## config.mk

```make
export PLATFORM = sky130hd
export DESIGN_NAME = dsgc_gate_ctrl
export DESIGN_NICKNAME = d
export VERILOG_FILES = /design/src/dsgc_pkg.sv /design/src/dsgc_gate_ctrl.sv /design/src/dsgc_unit_gate.sv
export VERILOG_INCLUDE_DIRS = /design/src
export SDC_FILE = /design/constraint.sdc
export NUM_CORES = 1
export LEC_CHECK = 0
export ABC_AREA = 1
export BUFFER_PORTS_ARGS = -buffer_cell sky130_fd_sc_hd__buf_4
export CAP_MARGIN = 40
export CORE_MARGIN = 8
export CORE_UTILIZATION = 42
export CTS_BUF_LIST = sky130_fd_sc_hd__clkbuf_16
export DETAILED_ROUTE_END_ITERATION = 12
export PLACE_DENSITY = 0.73
export SLEW_MARGIN = 10
export SYNTH_ARGS = -nofsm -noshare
export SYNTH_HDL_FRONTEND = slang
export SYNTH_SLANG_ARGS = --single-unit
```

## constraint.sdc

```tcl
create_clock -name MCLK -period 1.3 [get_ports MCLK]
set_clock_uncertainty 0.05 [all_clocks]
set_input_delay 0.195 -clock MCLK [delete_from_list [all_inputs] [get_ports MCLK]]
set_output_delay 0.195 -clock MCLK [all_outputs]
set_load 0.01 [all_outputs]
```

## src/dsgc_consts.svh

```systemverilog
// Purpose: Constants of the deep-sleep clock gating block
// Assumes: Included by bare name wherever a constant is needed
// Notes:   Definitions only
`ifndef DSGC_CONSTS_SVH
`define DSGC_CONSTS_SVH

// System control base and register offsets
`define DSGC_SYSCTL_BASE   32'h400fe000
`define DSGC_OFS_RUN_GATE  12'h100
`define DSGC_OFS_SLP_GATE  12'h110
`define DSGC_OFS_DEEP_GATE 12'h120
`define DSGC_OFS_RUN_CFG   12'h060
`define DSGC_OFS_IRQ_STAT  12'h130
`define DSGC_OFS_IRQ_EN    12'h134
`define DSGC_OFS_IRQ_CLR   12'h138

// Gating register layout and reset value
`define DSGC_GATE_RESET    32'h00000040
`define DSGC_GATE_MASK     32'h00110048
`define DSGC_BIT_WDT       3
`define DSGC_BIT_HIB       6
`define DSGC_BIT_ADC       16
`define DSGC_BIT_PWM       20

// Run clock configuration layout
`define DSGC_CFG_RESET     32'h00000000
`define DSGC_CFG_MASK      32'h00000800
`define DSGC_CFG_ACG_BIT   11

// Interrupt registers
`define DSGC_IRQ_RESET     32'h00000000
`define DSGC_IRQ_MASK      32'h0000000f

// Unit indices inside the unit vectors
`define DSGC_UNIT_WDT      0
`define DSGC_UNIT_HIB      1
`define DSGC_UNIT_ADC      2
`define DSGC_UNIT_PWM      3
`define DSGC_NUM_UNITS     4

`endif

```

## src/dsgc_pkg.sv

```systemverilog
// Purpose: Types of the deep-sleep clock gating block
// Assumes: Constants come from dsgc_consts.svh
// Notes:   Types only
`default_nettype none
package dsgc_pkg;

	// Power mode, one-hot
	typedef enum logic [2:0] {
		DSGC_MODE_RUN   = 3'b001,
		DSGC_MODE_SLEEP = 3'b010,
		DSGC_MODE_DEEP  = 3'b100
	} dsgc_mode_type;

	// APB request driven straight from the bus inputs, not registered
	typedef struct packed {
		logic [31:0] addr;
		logic        write;
		logic [31:0] wdata;
		logic [3:0]  strb;
	} dsgc_apb_req_type;

	// APB answer prepared in the setup phase
	typedef struct packed {
		logic [31:0] rdata;
		logic        err;
	} dsgc_apb_rsp_type;

endpackage

`default_nettype wire

```

## src/dsgc_gate_ctrl.sv

```systemverilog
// Purpose: Deep-sleep clock gating control with run and sleep companions
// Assumes: APB slave, zero wait states, one clock MCLK, reset SRST
// Notes:   Gate bits: watchdog, hibernate, converter 0, pwm
//          Reserved gate bits read zero and drop writes
//          Unit enables follow the selected register one edge later
//
// Summary of operation
// RULE1: Gate bit one clocks and enables its unit; zero stops and disables it.
// RULE2: Access to an unclocked unit is answered with a bus fault.
// RULE3: Deep-sleep gate register resets to 0x00000040.
// RULE4: Bit 6 gates hibernate clock, read-write, resets to one.
// RULE5: Bit 20 gates pwm clock, read-write, resets to zero.
// RULE6: Bit 16 gates converter 0 clock, read-write, resets to zero.
// RULE7: Bit 3 gates watchdog clock, read-write, resets to zero.
// RULE8: All other bits read zero and ignore writes.
// RULE9: Software writes back reserved bits unchanged on read-modify-write.
// RULE10: Separate run, sleep, deep-sleep gate registers; deep one acts in deep sleep.
// RULE11: Sleep and deep-sleep gates apply only with automatic gating set.
// RULE12: Software enables needed units before touching them.
// RULE13: Deep-sleep gate decoded as word at 0x120 from base 0x400fe000.
// RULE14: Without automatic gating or deep sleep, deep gate has no effect.
//
// The APB interface to the registers was chosen for this implementation.
`timescale 1ns/10ps
`default_nettype none
`include "dsgc_consts.svh"

module dsgc_gate_ctrl
	import dsgc_pkg::*;
#(
	parameter int NUM_UNITS = `DSGC_NUM_UNITS
) (
	// Clock and reset
	input  wire logic                 MCLK,
	input  wire logic                 SRST,
	// APB slave
	input  wire logic                 PSEL,
	input  wire logic                 PENABLE,
	input  wire logic                 PWRITE,
	input  wire logic [31:0]          PADDR,
	input  wire logic [31:0]          PWDATA,
	input  wire logic [3:0]           PSTRB,
	output logic                      PREADY,
	output logic [31:0]               PRDATA,
	output logic                      PSLVERR,
	// Power mode requests
	input  wire logic                 SLEEP_REQ,
	input  wire logic                 DEEP_SLEEP_REQ,
	// Unit accesses and faults
	input  wire logic [NUM_UNITS-1:0] UNIT_ACC,
	output logic [NUM_UNITS-1:0]      UNIT_FAULT,
	// Unit clocks
	output logic [NUM_UNITS-1:0]      UNIT_CLK_EN,
	output logic [NUM_UNITS-1:0]      UNIT_CLK,
	// Interrupt
	output logic                      IRQ
);

	// Byte-lane merge limited to writable bits
	function automatic logic [31:0] dsgc_merge(
		input logic [31:0] old_v,
		input logic [31:0] new_v,
		input logic [3:0]  strb,
		input logic [31:0] mask
	);
		logic [31:0] m;
		m = {{8{strb[3]}}, {8{strb[2]}}, {8{strb[1]}}, {8{strb[0]}}} & mask;
		return (old_v & ~m) | (new_v & m);
	endfunction

	// Register state
	logic [31:0]      run_clock_gate_0_r;
	logic [31:0]      sleep_clock_gate_0_r;
	logic [31:0]      deep_sleep_clock_gate_0_r;
	logic [31:0]      run_clock_configuration_r;
	logic [31:0]      irq_stat_r;
	logic [31:0]      irq_en_r;
	dsgc_mode_type    mode_r;
	dsgc_mode_type    mode_nxt;
	dsgc_apb_rsp_type rsp_r;
	dsgc_apb_rsp_type rsp_nxt;
	dsgc_apb_req_type req;

	// Decode and selection
	logic                 setup;
	logic                 access;
	logic                 base_hit;
	logic [11:0]          ofs;
	logic                 wr_en;
	logic                 auto_gating_select;
	logic [31:0]          gate_sel;
	logic [NUM_UNITS-1:0] unit_on;
	logic [NUM_UNITS-1:0] fault_evt;
	logic [31:0]          clr_val;
	logic                 wr_run;
	logic                 wr_slp;
	logic                 wr_deep;
	logic                 wr_cfg;
	logic                 wr_ien;
	logic                 wr_clr;

	// System control page of the register block
	localparam logic [19:0] BASE_PAGE = 20'(`DSGC_SYSCTL_BASE >> 12);

	assign req.addr  = PADDR;
	assign req.write = PWRITE;
	assign req.wdata = PWDATA;
	assign req.strb  = PSTRB;

	assign setup    = PSEL & ~PENABLE;
	assign access   = PSEL & PENABLE;
	assign base_hit = (req.addr[31:12] == BASE_PAGE); // see RULE13
	assign ofs      = req.addr[11:0];
	assign wr_en    = access & req.write & ~rsp_r.err;

	// Write strobe per register
	assign wr_run  = wr_en && ofs == `DSGC_OFS_RUN_GATE;
	assign wr_slp  = wr_en && ofs == `DSGC_OFS_SLP_GATE;
	assign wr_deep = wr_en && ofs == `DSGC_OFS_DEEP_GATE; // see RULE13
	assign wr_cfg  = wr_en && ofs == `DSGC_OFS_RUN_CFG;
	assign wr_ien  = wr_en && ofs == `DSGC_OFS_IRQ_EN;
	assign wr_clr  = wr_en && ofs == `DSGC_OFS_IRQ_CLR;

	// Setup-phase decode and read data
	always_comb begin
		rsp_nxt.err   = 1'b0;
		rsp_nxt.rdata = 32'h00000000;
		if (!base_hit || req.addr[1:0] != 2'h0) begin
			rsp_nxt.err = 1'b1;
		end else begin
			case (ofs)
				`DSGC_OFS_RUN_GATE: begin
					rsp_nxt.rdata = run_clock_gate_0_r;
				end
				`DSGC_OFS_SLP_GATE: begin
					rsp_nxt.rdata = sleep_clock_gate_0_r;
				end
				`DSGC_OFS_DEEP_GATE: begin
					rsp_nxt.rdata = deep_sleep_clock_gate_0_r & `DSGC_GATE_MASK; // see RULE8
				end
				`DSGC_OFS_RUN_CFG: begin
					rsp_nxt.rdata = run_clock_configuration_r;
				end
				`DSGC_OFS_IRQ_STAT: begin
					rsp_nxt.rdata = irq_stat_r;
				end
				`DSGC_OFS_IRQ_EN: begin
					rsp_nxt.rdata = irq_en_r;
				end
				`DSGC_OFS_IRQ_CLR: begin
					rsp_nxt.rdata = 32'h00000000;
				end
				default: begin
					rsp_nxt.err = 1'b1;
				end
			endcase
		end
	end

	// Answer captured at end of setup phase
	always_ff @(posedge MCLK) begin
		if (SRST) begin
			rsp_r <= '0;
		end else if (setup) begin
			rsp_r <= rsp_nxt;
		end
	end

	assign PREADY  = access;
	assign PRDATA  = rsp_r.rdata;
	assign PSLVERR = access & rsp_r.err;

	// Deep-sleep gate register
	always_ff @(posedge MCLK) begin
		if (SRST) begin
			deep_sleep_clock_gate_0_r <= `DSGC_GATE_RESET; // see RULE3 see RULE4
		end else if (wr_deep) begin
			deep_sleep_clock_gate_0_r <= dsgc_merge(deep_sleep_clock_gate_0_r, req.wdata,
				req.strb, `DSGC_GATE_MASK); // see RULE5 see RULE6 see RULE7 see RULE8
		end
	end

	// Run gate register
	always_ff @(posedge MCLK) begin
		if (SRST) begin
			run_clock_gate_0_r <= `DSGC_GATE_RESET;
		end else if (wr_run) begin
			run_clock_gate_0_r <= dsgc_merge(run_clock_gate_0_r, req.wdata,
				req.strb, `DSGC_GATE_MASK); // see RULE10
		end
	end

	// Sleep gate register
	always_ff @(posedge MCLK) begin
		if (SRST) begin
			sleep_clock_gate_0_r <= `DSGC_GATE_RESET;
		end else if (wr_slp) begin
			sleep_clock_gate_0_r <= dsgc_merge(sleep_clock_gate_0_r, req.wdata,
				req.strb, `DSGC_GATE_MASK); // see RULE10
		end
	end

	// Run clock configuration
	always_ff @(posedge MCLK) begin
		if (SRST) begin
			run_clock_configuration_r <= `DSGC_CFG_RESET;
		end else if (wr_cfg) begin
			run_clock_configuration_r <= dsgc_merge(run_clock_configuration_r, req.wdata,
				req.strb, `DSGC_CFG_MASK);
		end
	end

	assign auto_gating_select = run_clock_configuration_r[`DSGC_CFG_ACG_BIT];

	// Power mode tracking
	always_comb begin
		if (DEEP_SLEEP_REQ) begin
			mode_nxt = DSGC_MODE_DEEP;
		end else if (SLEEP_REQ) begin
			mode_nxt = DSGC_MODE_SLEEP;
		end else begin
			mode_nxt = DSGC_MODE_RUN;
		end
	end

	always_ff @(posedge MCLK) begin
		if (SRST) begin
			mode_r <= DSGC_MODE_RUN;
		end else begin
			mode_r <= mode_nxt;
		end
	end

	// Gate register selection by mode
	always_comb begin
		case (mode_r)
			DSGC_MODE_RUN: begin
				gate_sel = run_clock_gate_0_r;
			end
			DSGC_MODE_SLEEP: begin
				gate_sel = auto_gating_select ? sleep_clock_gate_0_r
					: run_clock_gate_0_r; // see RULE11
			end
			DSGC_MODE_DEEP: begin
				gate_sel = auto_gating_select ? deep_sleep_clock_gate_0_r
					: run_clock_gate_0_r; // see RULE10 see RULE11 see RULE14
			end
			default: begin
				gate_sel = run_clock_gate_0_r; // see RULE14
			end
		endcase
	end

	// Gate bits per unit
	assign unit_on[`DSGC_UNIT_WDT] = gate_sel[`DSGC_BIT_WDT];
	assign unit_on[`DSGC_UNIT_HIB] = gate_sel[`DSGC_BIT_HIB];
	assign unit_on[`DSGC_UNIT_ADC] = gate_sel[`DSGC_BIT_ADC];
	assign unit_on[`DSGC_UNIT_PWM] = gate_sel[`DSGC_BIT_PWM];

	// One gate and guard per unit
	genvar gi;
	generate
		for (gi = 0; gi < NUM_UNITS; gi++) begin : g_unit
			dsgc_unit_gate u_gate (
				.clk    (MCLK),
				.srst   (SRST),
				.clk_on (unit_on[gi]),           // see RULE1
				.acc    (UNIT_ACC[gi]),
				.fault  (UNIT_FAULT[gi]),        // see RULE2
				.en     (UNIT_CLK_EN[gi]),
				.gclk   (UNIT_CLK[gi])
			);
		end
	endgenerate

	assign fault_evt = UNIT_FAULT;

	// Interrupt enable
	always_ff @(posedge MCLK) begin
		if (SRST) begin
			irq_en_r <= `DSGC_IRQ_RESET;
		end else if (wr_ien) begin
			irq_en_r <= dsgc_merge(irq_en_r, req.wdata, req.strb, `DSGC_IRQ_MASK);
		end
	end

	// Clear bits from a write to the clear register
	always_comb begin
		clr_val = 32'h00000000;
		if (wr_clr) begin
			clr_val = dsgc_merge(32'h00000000, req.wdata, req.strb, `DSGC_IRQ_MASK);
		end
	end

	// Sticky fault status, a new fault wins over a clear
	always_ff @(posedge MCLK) begin
		if (SRST) begin
			irq_stat_r <= `DSGC_IRQ_RESET;
		end else begin
			irq_stat_r <= ((irq_stat_r & ~clr_val)
				| {{(32 - NUM_UNITS){1'b0}}, fault_evt}) & `DSGC_IRQ_MASK; // see RULE2
		end
	end

	assign IRQ = |(irq_stat_r & irq_en_r);

endmodule // dsgc_gate_ctrl

`default_nettype wire

```

## src/dsgc_unit_gate.sv

```systemverilog
// Purpose: Clock gate and access guard for one peripheral unit
// Assumes: clk_on is synchronous to clk
// Notes:   Enable is held through the high clock phase for a clean gate
`timescale 1ns/10ps
`default_nettype none

module dsgc_unit_gate (
	// Clock and reset
	input  wire logic clk,
	input  wire logic srst,
	// Gate control
	input  wire logic clk_on,
	// Unit access
	input  wire logic acc,
	output logic      fault,
	// Unit clock
	output logic      en,
	output logic      gclk
);

	logic en_r;
	logic en_low_r;

	// Unit enable follows the selected gate bit
	always_ff @(posedge clk) begin
		if (srst) begin
			en_r <= 1'b0;
		end else begin
			en_r <= clk_on;
		end
	end

	// Enable held stable while clock is high
	always_ff @(negedge clk) begin
		if (srst) begin
			en_low_r <= 1'b0;
		end else begin
			en_low_r <= en_r;
		end
	end

	assign gclk  = clk & en_low_r;
	assign en    = en_r;
	assign fault = acc & ~en_r;

endmodule // dsgc_unit_gate

`default_nettype wire

```

# Word level (Yosys, flattened, before mapping)
# Cells that the tools add are included.
# word_totals
output_inout_bits	47
in_bits	79
regBits	208
elab_cells	89
# op_classes
bitwise_logic	39
eq_ne	10
muxes	10
reduce_logical	12
# op_table
cell	count
$pmux 32 s6	1
$and 32x32->32	5
$or 32x32->32	5
$eq 12x9->1 const B	6
$mux 21	2
$pmux 21 s2	1
$and 32x12->32	1
$and 32x21->32	1
$and 32x4->32	1
$and 4x32->32	1
$mux 32	1
$not 12->32	1
$not 21->32	1
$not 4->32	1
$reduce_or 32->1	1
$eq 20x19->1 const B	1
$and 1x1->1	13
$eq 12x7->1 const B	1
$reduce_or 7->1	1
$logic_and 1x1->1	6
$not 1->1	6
$and 4x4->4	1
$mux 4	1
$not 4->4	1
10 further kinds	11

# Depth between registers and ports, before layout
# Gate-level depths: netlist (run 1).
# depth
word_depth	8
mapped_depth	10
ltp_nobuf	10

# Cells and area by module
# From an unflattened synthesis (run 1), not the netlist that was laid out.
# unflattened
cells_unflattened	370
area_unflattened_um2	2468.6
# modules_own_cells
module	area_each_um2	instances	seq_area_each_um2	cells_each
dsgc_gate_ctrl	2163.3	1	660.6	326
dsgc_unit_gate	76.3	4	40.0	11

==> results of run 1 <==
==> layout make-up <==
| type | instances | area share (%) |
|---|---|---|
| inverters | 63 | 6.38 |
| clock buffers | 13 | 7.29 |
| well taps | 75 | 2.53 |
| flip-flops and latches | 41 | 22.7 |
| multi-input cells | 262 | 35.7 |
| clock inverters | 11 | 1.89 |
| repair buffers | 112 | 23.6 |
==> logic make-up after synthesis <==
logic type | Yosys count | share of synthesized area [%]
and+or+nand+nor | 179 | 31.9
DFF | 41 | 31.9
other | 1 | 0.146
AOI/OAI and AO/OA | 59 | 12.2
buffers and inverters | 117 | 23.9
==> worst max-delay path by stage <==
| stage | startpoint | endpoint | slack (ns) | cells after the start |
|---|---|---|---|---|
| after floorplan | g_unit[0].u_gate.en_low_r$_SDFF_NP0_ | UNIT_CLK[0] | -0.06 | 3 |
| after global placement | PADDR[0] | PRDATA[6]$_SDFFE_PP0P_ | -0.21 | 10 |
| after detailed placement | PADDR[0] | PRDATA[3]$_SDFFE_PP0P_ | -0.28 | 10 |
| after CTS | g_unit[3].u_gate.en_low_r$_SDFF_NP0_ | UNIT_CLK[3] | -0.61 | 3 |
| after global routing | g_unit[2].u_gate.en_low_r$_SDFF_NP0_ | UNIT_CLK[2] | -0.64 | 3 |
| final | g_unit[2].u_gate.en_low_r$_SDFF_NP0_ | UNIT_CLK[2] | -0.60 | 3 |
==> critical path, delay by kind of cell (launching register included) <==
family | cells | cell delay, ns
AND/OR/NAND/NOR | 1 | 0.07
flip-flops | 1 | 0.30
buffers and inverters | 2 | 0.15
==> routing by layer <==
metal	up-vias	share of wire (%)
met1	1214	40
met3	14	6.3
li1	1391	-
met4	0	1.6
met5	-	0
met2	73	52
==> stage by stage <==
step	TNS (ns)	hold slack [ns]	instance area, µm²
2_1_floorplan	-0.238	0.214	2680
3_3_place_gp	-3.96	0.318	3140
3_5_place_dp	-5.21	0.318	3140
4_1_cts	-2.40	0.0140	3550
5_1_grt	-3.03	0.0396	3710
6_report	-2.50	0.0306	3710
==> repair_timing <==
item | in CTS | in global routing
pin swaps | 7 | 12
endpoints found under the setup margin | 23 | 37
hold endpoints to repair | 7 | 0
hold buffers | 7 | 0
gates resized for setup | 18 | 50
setup buffers | 3 | 9
gates cloned | 0 | 0
==> cells in the final DEF (no fill, tap or decap), types with 2 or more instances in the layout <==
master and count:
buf_4 103, nand2_1 65, inv_1 58, nor2_1 47
a21oi_1 30, dfxtp_1 25, conb_1 24, nand3_1 20
dfxtp_2 16, nand4_1 14, inv_2 13, nand2_2 12
o21ai_0 12, clkbuf_16 9, o21ai_2 7, dlygate4sd3_1 7
nor2_4 6, buf_6 5, nand3_2 4, nor3_2 3
a211oi_1 3, nor2_2 3, o211ai_1 3, o21ai_1 3
clkinv_2 2
==> where the power goes <==
part           leakage [nW]  internal [mW]  switching [mW]
registers             0.339           1.28          0.0138
clock network         0.213           1.46           0.648
logic                  1.32          0.224           0.227
total                  1.87           2.97           0.888
==> flow_metrics.tcl, run 1 <==
set metrics [dict create \
    place_congestion 0.890 \
    ys_ff_latch 41 \
    track_usage_pct 16.9 \
    cap_violations 0 \
    fin_cells 577 \
    rsz0062_at_grt "true" \
    n_antenna_cell 0 \
    yosys.cell_types.count 26 \
    avgSynthCellArea_um2 6.49 \
    min_to "irq_stat_r[0]$_SDFF_PP0_" \
    vias 2692 \
    std_cell_rows 28 \
    synth_area_um2 2570 \
    clk_latency_ns 0.39 \
    grt_pass1_vias 2813 \
    grt_most_used_layer "met2" \
    synth_top_cells_by_count "nand2_1, inv_1, nor2_1" \
    slew_viol_final 0 \
    dpl.hpwl_um 5690 \
    cts_tree "yes" \
    ys.flop_type "dfxtp_1" \
    ff2ff_path_depth 6 \
    final_util_pct 62.6 \
    hold_viol_final 0 \
    first_pass_iters 4 \
    crit_fanout 1 \
    core_um2 5920 \
    p_per_area_nw_per_um2 1040 \
    fin_ws_ns -0.601 \
    fin_nets 580 \
    r2r-start "rsp_r[0]$_SDFFE_PP0P_" \
    seq_area_um2 841 \
    io-pin-count 126 \
    grtUsageMet3_pct 6.55 \
    multi_input_area_um2 1320 \
    end_kind "output port" \
    netlist.area_leader.share_pct 31.9 \
    area_growth_syn_to_layout_pct 44.0 \
    synth_edf_count 0 \
    die_x_um 94.3 \
    use_met1_pct 17.0 \
    leakage_nw 1.87 \
    netlist_top_cells_area "dfxtp_1, buf_4, nand2_1, inv_1, nor2_1" \
    status "finished with violations" \
    cp_slowest_stage_delay_ns 0.30 \
    setup_viol 13 \
    hp-start "UNIT_ACC[0]" \
    synthArstFlopShare_pct 0 \
    ys_seq_area_share_pct 31.9 \
    wl_per_cell_um 12.8 \
    n_fill_cell 550 \
    grt_max_degree 20 \
    drtIter0Drc 163 \
    synth_cells 397 \
    p_total_mw 3.86 \
    gr-usage-met2_pct 30.1 \
    yosysWarnings 0 \
    drcViolationCount 0 \
    dieArea_um2 8890 \
    start_util_pct 43.5 \
    antenna_left 0 \
    place_ws_ns -0.277 \
    critical_path_class "register to output port" \
    r2r_setup_slack_ns -0.05 \
    synth_top_area_cell "dfxtp_1" \
    drive_gt1_share_pct 37.5 \
    finalWirelength_um 7370 \
    place_inst 544 \
    grt_overflow 0 \
    arrival_ns 1.66 \
    die_h_um 94.3 \
    via_per_inst 4.67 \
    cp.required_ns 1.05 \
    yosysMostFrequentCell "nand2_1" \
    clk_pin_slew_ns 0.06 \
    slowest_stage "dfxtp_1" \
    crit_path_start_kind "register" \
    violations "setup timing" \
    ir_drop_v 0.00132 \
    hold_depth 3 \
    antenna_found_initial 0 \
    io_buffer_count 76 \
    path_cells "nand2_1, inv_2, buf_6" \
    hold_class "primary input to register" \
    grt_pass1_wl_um 12100 \
]
Note: power is estimated with default switching activity, not from simulation.
==> run 2: changes to the inputs <==
==> constraint.sdc (replaced) <==
create_clock -name MCLK -period 1.3 [get_ports MCLK]
set_clock_uncertainty 0.05 [all_clocks]
set_input_delay 0.13 -clock MCLK [delete_from_list [all_inputs] [get_ports MCLK]]
set_output_delay 0.13 -clock MCLK [all_outputs]
set_load 0.01 [all_outputs]
==> run 2 against run 1 <==
  * The run still ends with setup timing left
  * Power up 5.1%
  * Die area is the same
  * Sequential share of layout area down 0.31 points
  * Via count up 2.5%
  * Sequential power about the same
  * First-iteration DRC count shrank 8.0%
  * Global-route usage shrank 0.25 points
  * Largest cell class unchanged
  * Highest routed layer unchanged
==> flow_metrics.tcl, run 2 (synthesized netlist as in run 1, its figures left out) <==
set metrics [dict create \
    status "finished with violations" \
    violations "setup timing" \
    place_congestion 0.881 \
    io-pin-count 126 \
    fin_cells 580 \
    grt_overflow 0 \
    cp.required_ns 1.12 \
    grt_most_used_layer "met2" \
    hold_viol_final 0 \
    clk_latency_ns 0.40 \
    crit_fanout 1 \
    n_fill_cell 544 \
    placed_area_um2 3160 \
    drive_gt1_share_pct 31.9 \
    antenna_left 0 \
    vias 2758 \
    n_antenna_cell 0 \
    critical_path_class "register to output port" \
    die_h_um 94.3 \
    std_cell_rows 28 \
    fin_ws_ns -0.512 \
    start_util_pct 43.5 \
    grt_pass1_vias 2809 \
    setup_viol 8 \
    gr-usage-met2_pct 28.2 \
    io_buffer_count 76 \
    cts_tree "yes" \
    p_per_area_nw_per_um2 1090 \
    ir_drop_v 0.00110 \
    final_common_cell "buf_4" \
    drtIter0Drc 150 \
    grtUsageMet3_pct 5.68 \
    place_inst 546 \
    track_usage_pct 16.6 \
    core_um2 5920 \
    clk_pin_slew_ns 0.06 \
    leakage_nw 1.87 \
    slew_viol_final 0 \
    cap_violations 0 \
    dieArea_um2 8890 \
    first_pass_iters 4 \
    grt_max_degree 20 \
    dpl.hpwl_um 5650 \
    layout_common_cells "buf_4, nand2_1, inv_1, nor2_1, dfxtp_1" \
    area_growth_syn_to_layout_pct 44.5 \
    antenna_found_initial 0 \
    die_x_um 94.3 \
    finalWirelength_um 7290 \
    end_kind "output port" \
    crit_path_start_kind "register" \
    hold_class "primary input to register" \
    fin_nets 582 \
    rsz0062_at_grt "true" \
    arrival_ns 1.63 \
    stdcell_area_um2 3720 \
    via_per_inst 4.76 \
    place_ws_ns -0.228 \
    wl_per_cell_um 12.6 \
    use_met1_pct 17.7 \
    drcViolationCount 0 \
    grt_pass1_wl_um 11900 \
]
-- run 2: layout make-up --
class	count	area, µm²	share of cell area (%)
Sequential cell	41	832	22.4
Clock inverter	12	97.6	2.62
Clock buffer	13	270	7.26
Inverter	63	236	6.36
Timing Repair Buffer	114	906	24.3
Multi-Input combinational cell	262	1280	34.5
Tap cell	75	93.8	2.52
-- run 2: layer usage --
layer | vias up | routed length (µm)
met5 | - | 0
met4 | 0 | 180
met3 | 18 | 564
met2 | 113 | 3700
met1 | 1229 | 2840
li1 | 1398 | -
-- run 2: metrics by stage --
step           power [mW]  utilization, %  TNS (ns)  hold slack [ns]
2_1_floorplan        1.60               -         0            0.149
3_3_place_gp         1.75            53.4     -2.26            0.249
3_5_place_dp         1.76            53.4     -3.04            0.249
4_1_cts              4.03            61.2     -2.07          0.00584
5_1_grt              4.22            62.8     -2.23          0.00820
6_report             4.05            62.8     -2.00           0.0103
-- run 2: critical path: stages, from the launching register on --
cell and delay, ns:
dfxtp_2 0.31, nand2_2 0.06, inv_2 0.03, buf_6 0.11
-- run 2: repair_timing --
action | 4_1_cts | 5_1_grt
endpoints found under the hold margin | 19 | 2
endpoints found under the setup margin | 21 | 30
resized for setup | 5 | 34
pin swaps | 6 | 3
hold buffers | 13 | 2
setup buffers | 1 | 2
-- run 2: power breakdown --
group          leakage, nW  switching, mW  internal (mW)  total [mW]
Combinational         1.31          0.220          0.228       0.448
Sequential           0.337         0.0138           1.28        1.29
Clock                0.228          0.652           1.66        2.31
-- run 2: final timing paths --
path	to	cells after the start	from	slack [ns]
max reg2reg	register	6	rsp_r[0]$_SDFFE_PP0P_	0.09
min	irq_stat_r[1]$_SDFF_PP0_	3	UNIT_ACC[1]	0.01
min reg2reg	PRDATA[11]$_SDFFE_PP0P_	2	PRDATA[11]$_SDFFE_PP0P_	0.42
max	UNIT_CLK[0]	3	g_unit[0].u_gate.en_low_r$_SDFF_NP0_	-0.51
==> run 3: changes to the inputs <==
--- a/config.mk
+++ b/config.mk
@@ -12,6 +12,6 @@
 export CORE_MARGIN = 8
-export CORE_UTILIZATION = 42
+export CORE_UTILIZATION = 40
 export CTS_BUF_LIST = sky130_fd_sc_hd__clkbuf_16
 export DETAILED_ROUTE_END_ITERATION = 12
-export PLACE_DENSITY = 0.73
+export PLACE_DENSITY = 0.67
 export SLEW_MARGIN = 10
==> constraint.sdc (replaced) <==
create_clock -name MCLK -period 1.8 [get_ports MCLK]
set_clock_uncertainty 0.05 [all_clocks]
set_input_delay 0.09 -clock MCLK [delete_from_list [all_inputs] [get_ports MCLK]]
set_output_delay 0.09 -clock MCLK [all_outputs]
set_load 0.01 [all_outputs]
==> run 3 against run 2 <==
  * Worst setup slack improved by 0.29 ns
  * Highest routed layer unchanged
  * The flow still finishes with violations (setup timing)
  * Non-clock buffer count fell by 22
  * Cell count decreased by 3.4%
  * Clock power down 41%
  * Die area up 4.1%
  * Core utilization fell by 8.1 points
  * Hold slack improved by 0.077 ns
==> flow_metrics.tcl, run 3 (synthesized netlist as in run 1, its figures left out) <==
set metrics [dict create \
    first_pass_iters 4 \
    die_x_um 96.2 \
    leakage_nw 1.72 \
    final_common_cell "buf_4" \
    n_antenna_cell 0 \
    violations "setup timing" \
    critical_path_class "register to output port" \
    place_ws_ns 0.237 \
    antenna_found_initial 0 \
    crit_path_start_kind "register" \
    grt_overflow 0 \
    cap_violations 0 \
    drtIter0Drc 63 \
    arrival_ns 1.89 \
    wl_per_cell_um 12.5 \
    slew_viol_final 0 \
    rsz0062_at_grt "true" \
    fin_ws_ns -0.226 \
    grt_pass1_vias 2610 \
    start_util_pct 41.0 \
    io_buffer_count 76 \
    track_usage_pct 15.8 \
    crit_fanout 1 \
    p_per_area_nw_per_um2 752 \
    via_per_inst 4.66 \
    place_congestion 0.883 \
    core_um2 6280 \
    comb_power_share_pct 11.2 \
    dieArea_um2 9260 \
    io-pin-count 126 \
    clk_pin_slew_ns 0.06 \
    drcViolationCount 0 \
    cts_tree "yes" \
    fin_nets 560 \
    seq_power_share_pct 36.1 \
    finalWirelength_um 7010 \
    grt_pass1_wl_um 11300 \
    die_h_um 96.2 \
    ir_drop_v 0.000762 \
    clk_latency_ns 0.39 \
    max_slew.worst_pin.slew_ns 0.509 \
    cp.required_ns 1.66 \
    final_util_pct 54.8 \
    layout_common_cells "buf_4, nand2_1, inv_1, nor2_1, dfxtp_1" \
    hold_class "primary input to register" \
    area_growth_syn_to_layout_pct 33.5 \
    std_cell_rows 29 \
    status "finished with violations" \
    drive_gt1_share_pct 23.6 \
    setup_viol 8 \
    end_kind "output port" \
    grt_max_degree 25 \
    vias 2608 \
    antenna_left 0 \
    hold_viol_final 0 \
    cellInternalPower_mw 1.97 \
    p_total_mw 2.58 \
    slew-limit-headroom_pct 65.8 \
    p_switching_uw 614 \
    power_frac_clock_pct 52.7 \
    dpl.hpwl_um 5490 \
    p_sw_share_pct 23.8 \
]
## run 3: power by group through the flow
stage / Clock, mW / Sequential (mW) / Combinational, mW
6_report: 1.36 / 0.933 / 0.289
5_1_grt: 1.46 / 0.934 / 0.318
4_1_cts: 1.38 / 0.932 / 0.283
3_5_place_dp: 0.0344 / 0.951 / 0.254
3_3_place_gp: 0.0344 / 0.951 / 0.249
2_1_floorplan: 0.0344 / 0.948 / 0.167
## run 3: through the flow
| step | cells | cell area [µm²] | setup TNS (ns) | hold slack (ns) |
|---|---|---|---|---|
| after floorplan | 420 | 2660 | 0 | 0.109 |
| after global placement | 526 | 2980 | 0 | 0.209 |
| after detailed placement | 526 | 2980 | 0 | 0.209 |
| after CTS | 559 | 3420 | -0.937 | 0.0862 |
| after global routing | 560 | 3440 | -1.06 | 0.111 |
| final | 560 | 3440 | -0.876 | 0.0875 |
## run 3: worst paths after layout
check,startpoint,slack (ns),cells after the start,endpoint
worst min-delay path,PENABLE,0.09,5,PRDATA[11]$_SDFFE_PP0P_
worst min register to register,PRDATA[20]$_SDFFE_PP0P_,0.42,2,PRDATA[20]$_SDFFE_PP0P_
worst max-delay path,g_unit[3].u_gate.en_low_r$_SDFF_NP0_,-0.23,3,UNIT_CLK[3]
worst max register to register,rsp_r[0]$_SDFFE_PP0P_,0.35,6,irq_stat_r[3]$_SDFF_PP0_
## run 3: timing repair
item | CTS | global route
pin swaps | 4 | 2
hold endpoints to repair | 28 | 0
resized for setup | 4 | 7
gates cloned | 0 | 0
buffers inserted | 0 | 1
hold buffers | 17 | 0
setup endpoints to repair | 8 | 9
## run 3: critical path: stages (launching register included)
cell     delay, ns
dfxtp_1       0.30
nand2_1       0.06
inv_2         0.06
buf_6         0.10
## run 3: final cells by class
class | count | area (µm²)
fill | 616 | 2840
clock inverter | 12 | 45.0
tap | 77 | 96.3
sequential | 41 | 823
inverter | 63 | 240
clock buffer | 13 | 270
multi-input combinational | 262 | 1230
timing repair buffer | 92 | 733
## run 3: per-layer routing
layer | wire (µm) | share of wire (%) | up-vias | track usage (%)
met3 | 525 | 7.5 | 13 | 6.01
met2 | 3640 | 52 | 70 | 27.4
met4 | 127 | 1.8 | 0 | 7.55
li1 | - | - | 1355 | -
met5 | 0 | 0 | - | 0
met1 | 2710 | 39 | 1170 | 16.5
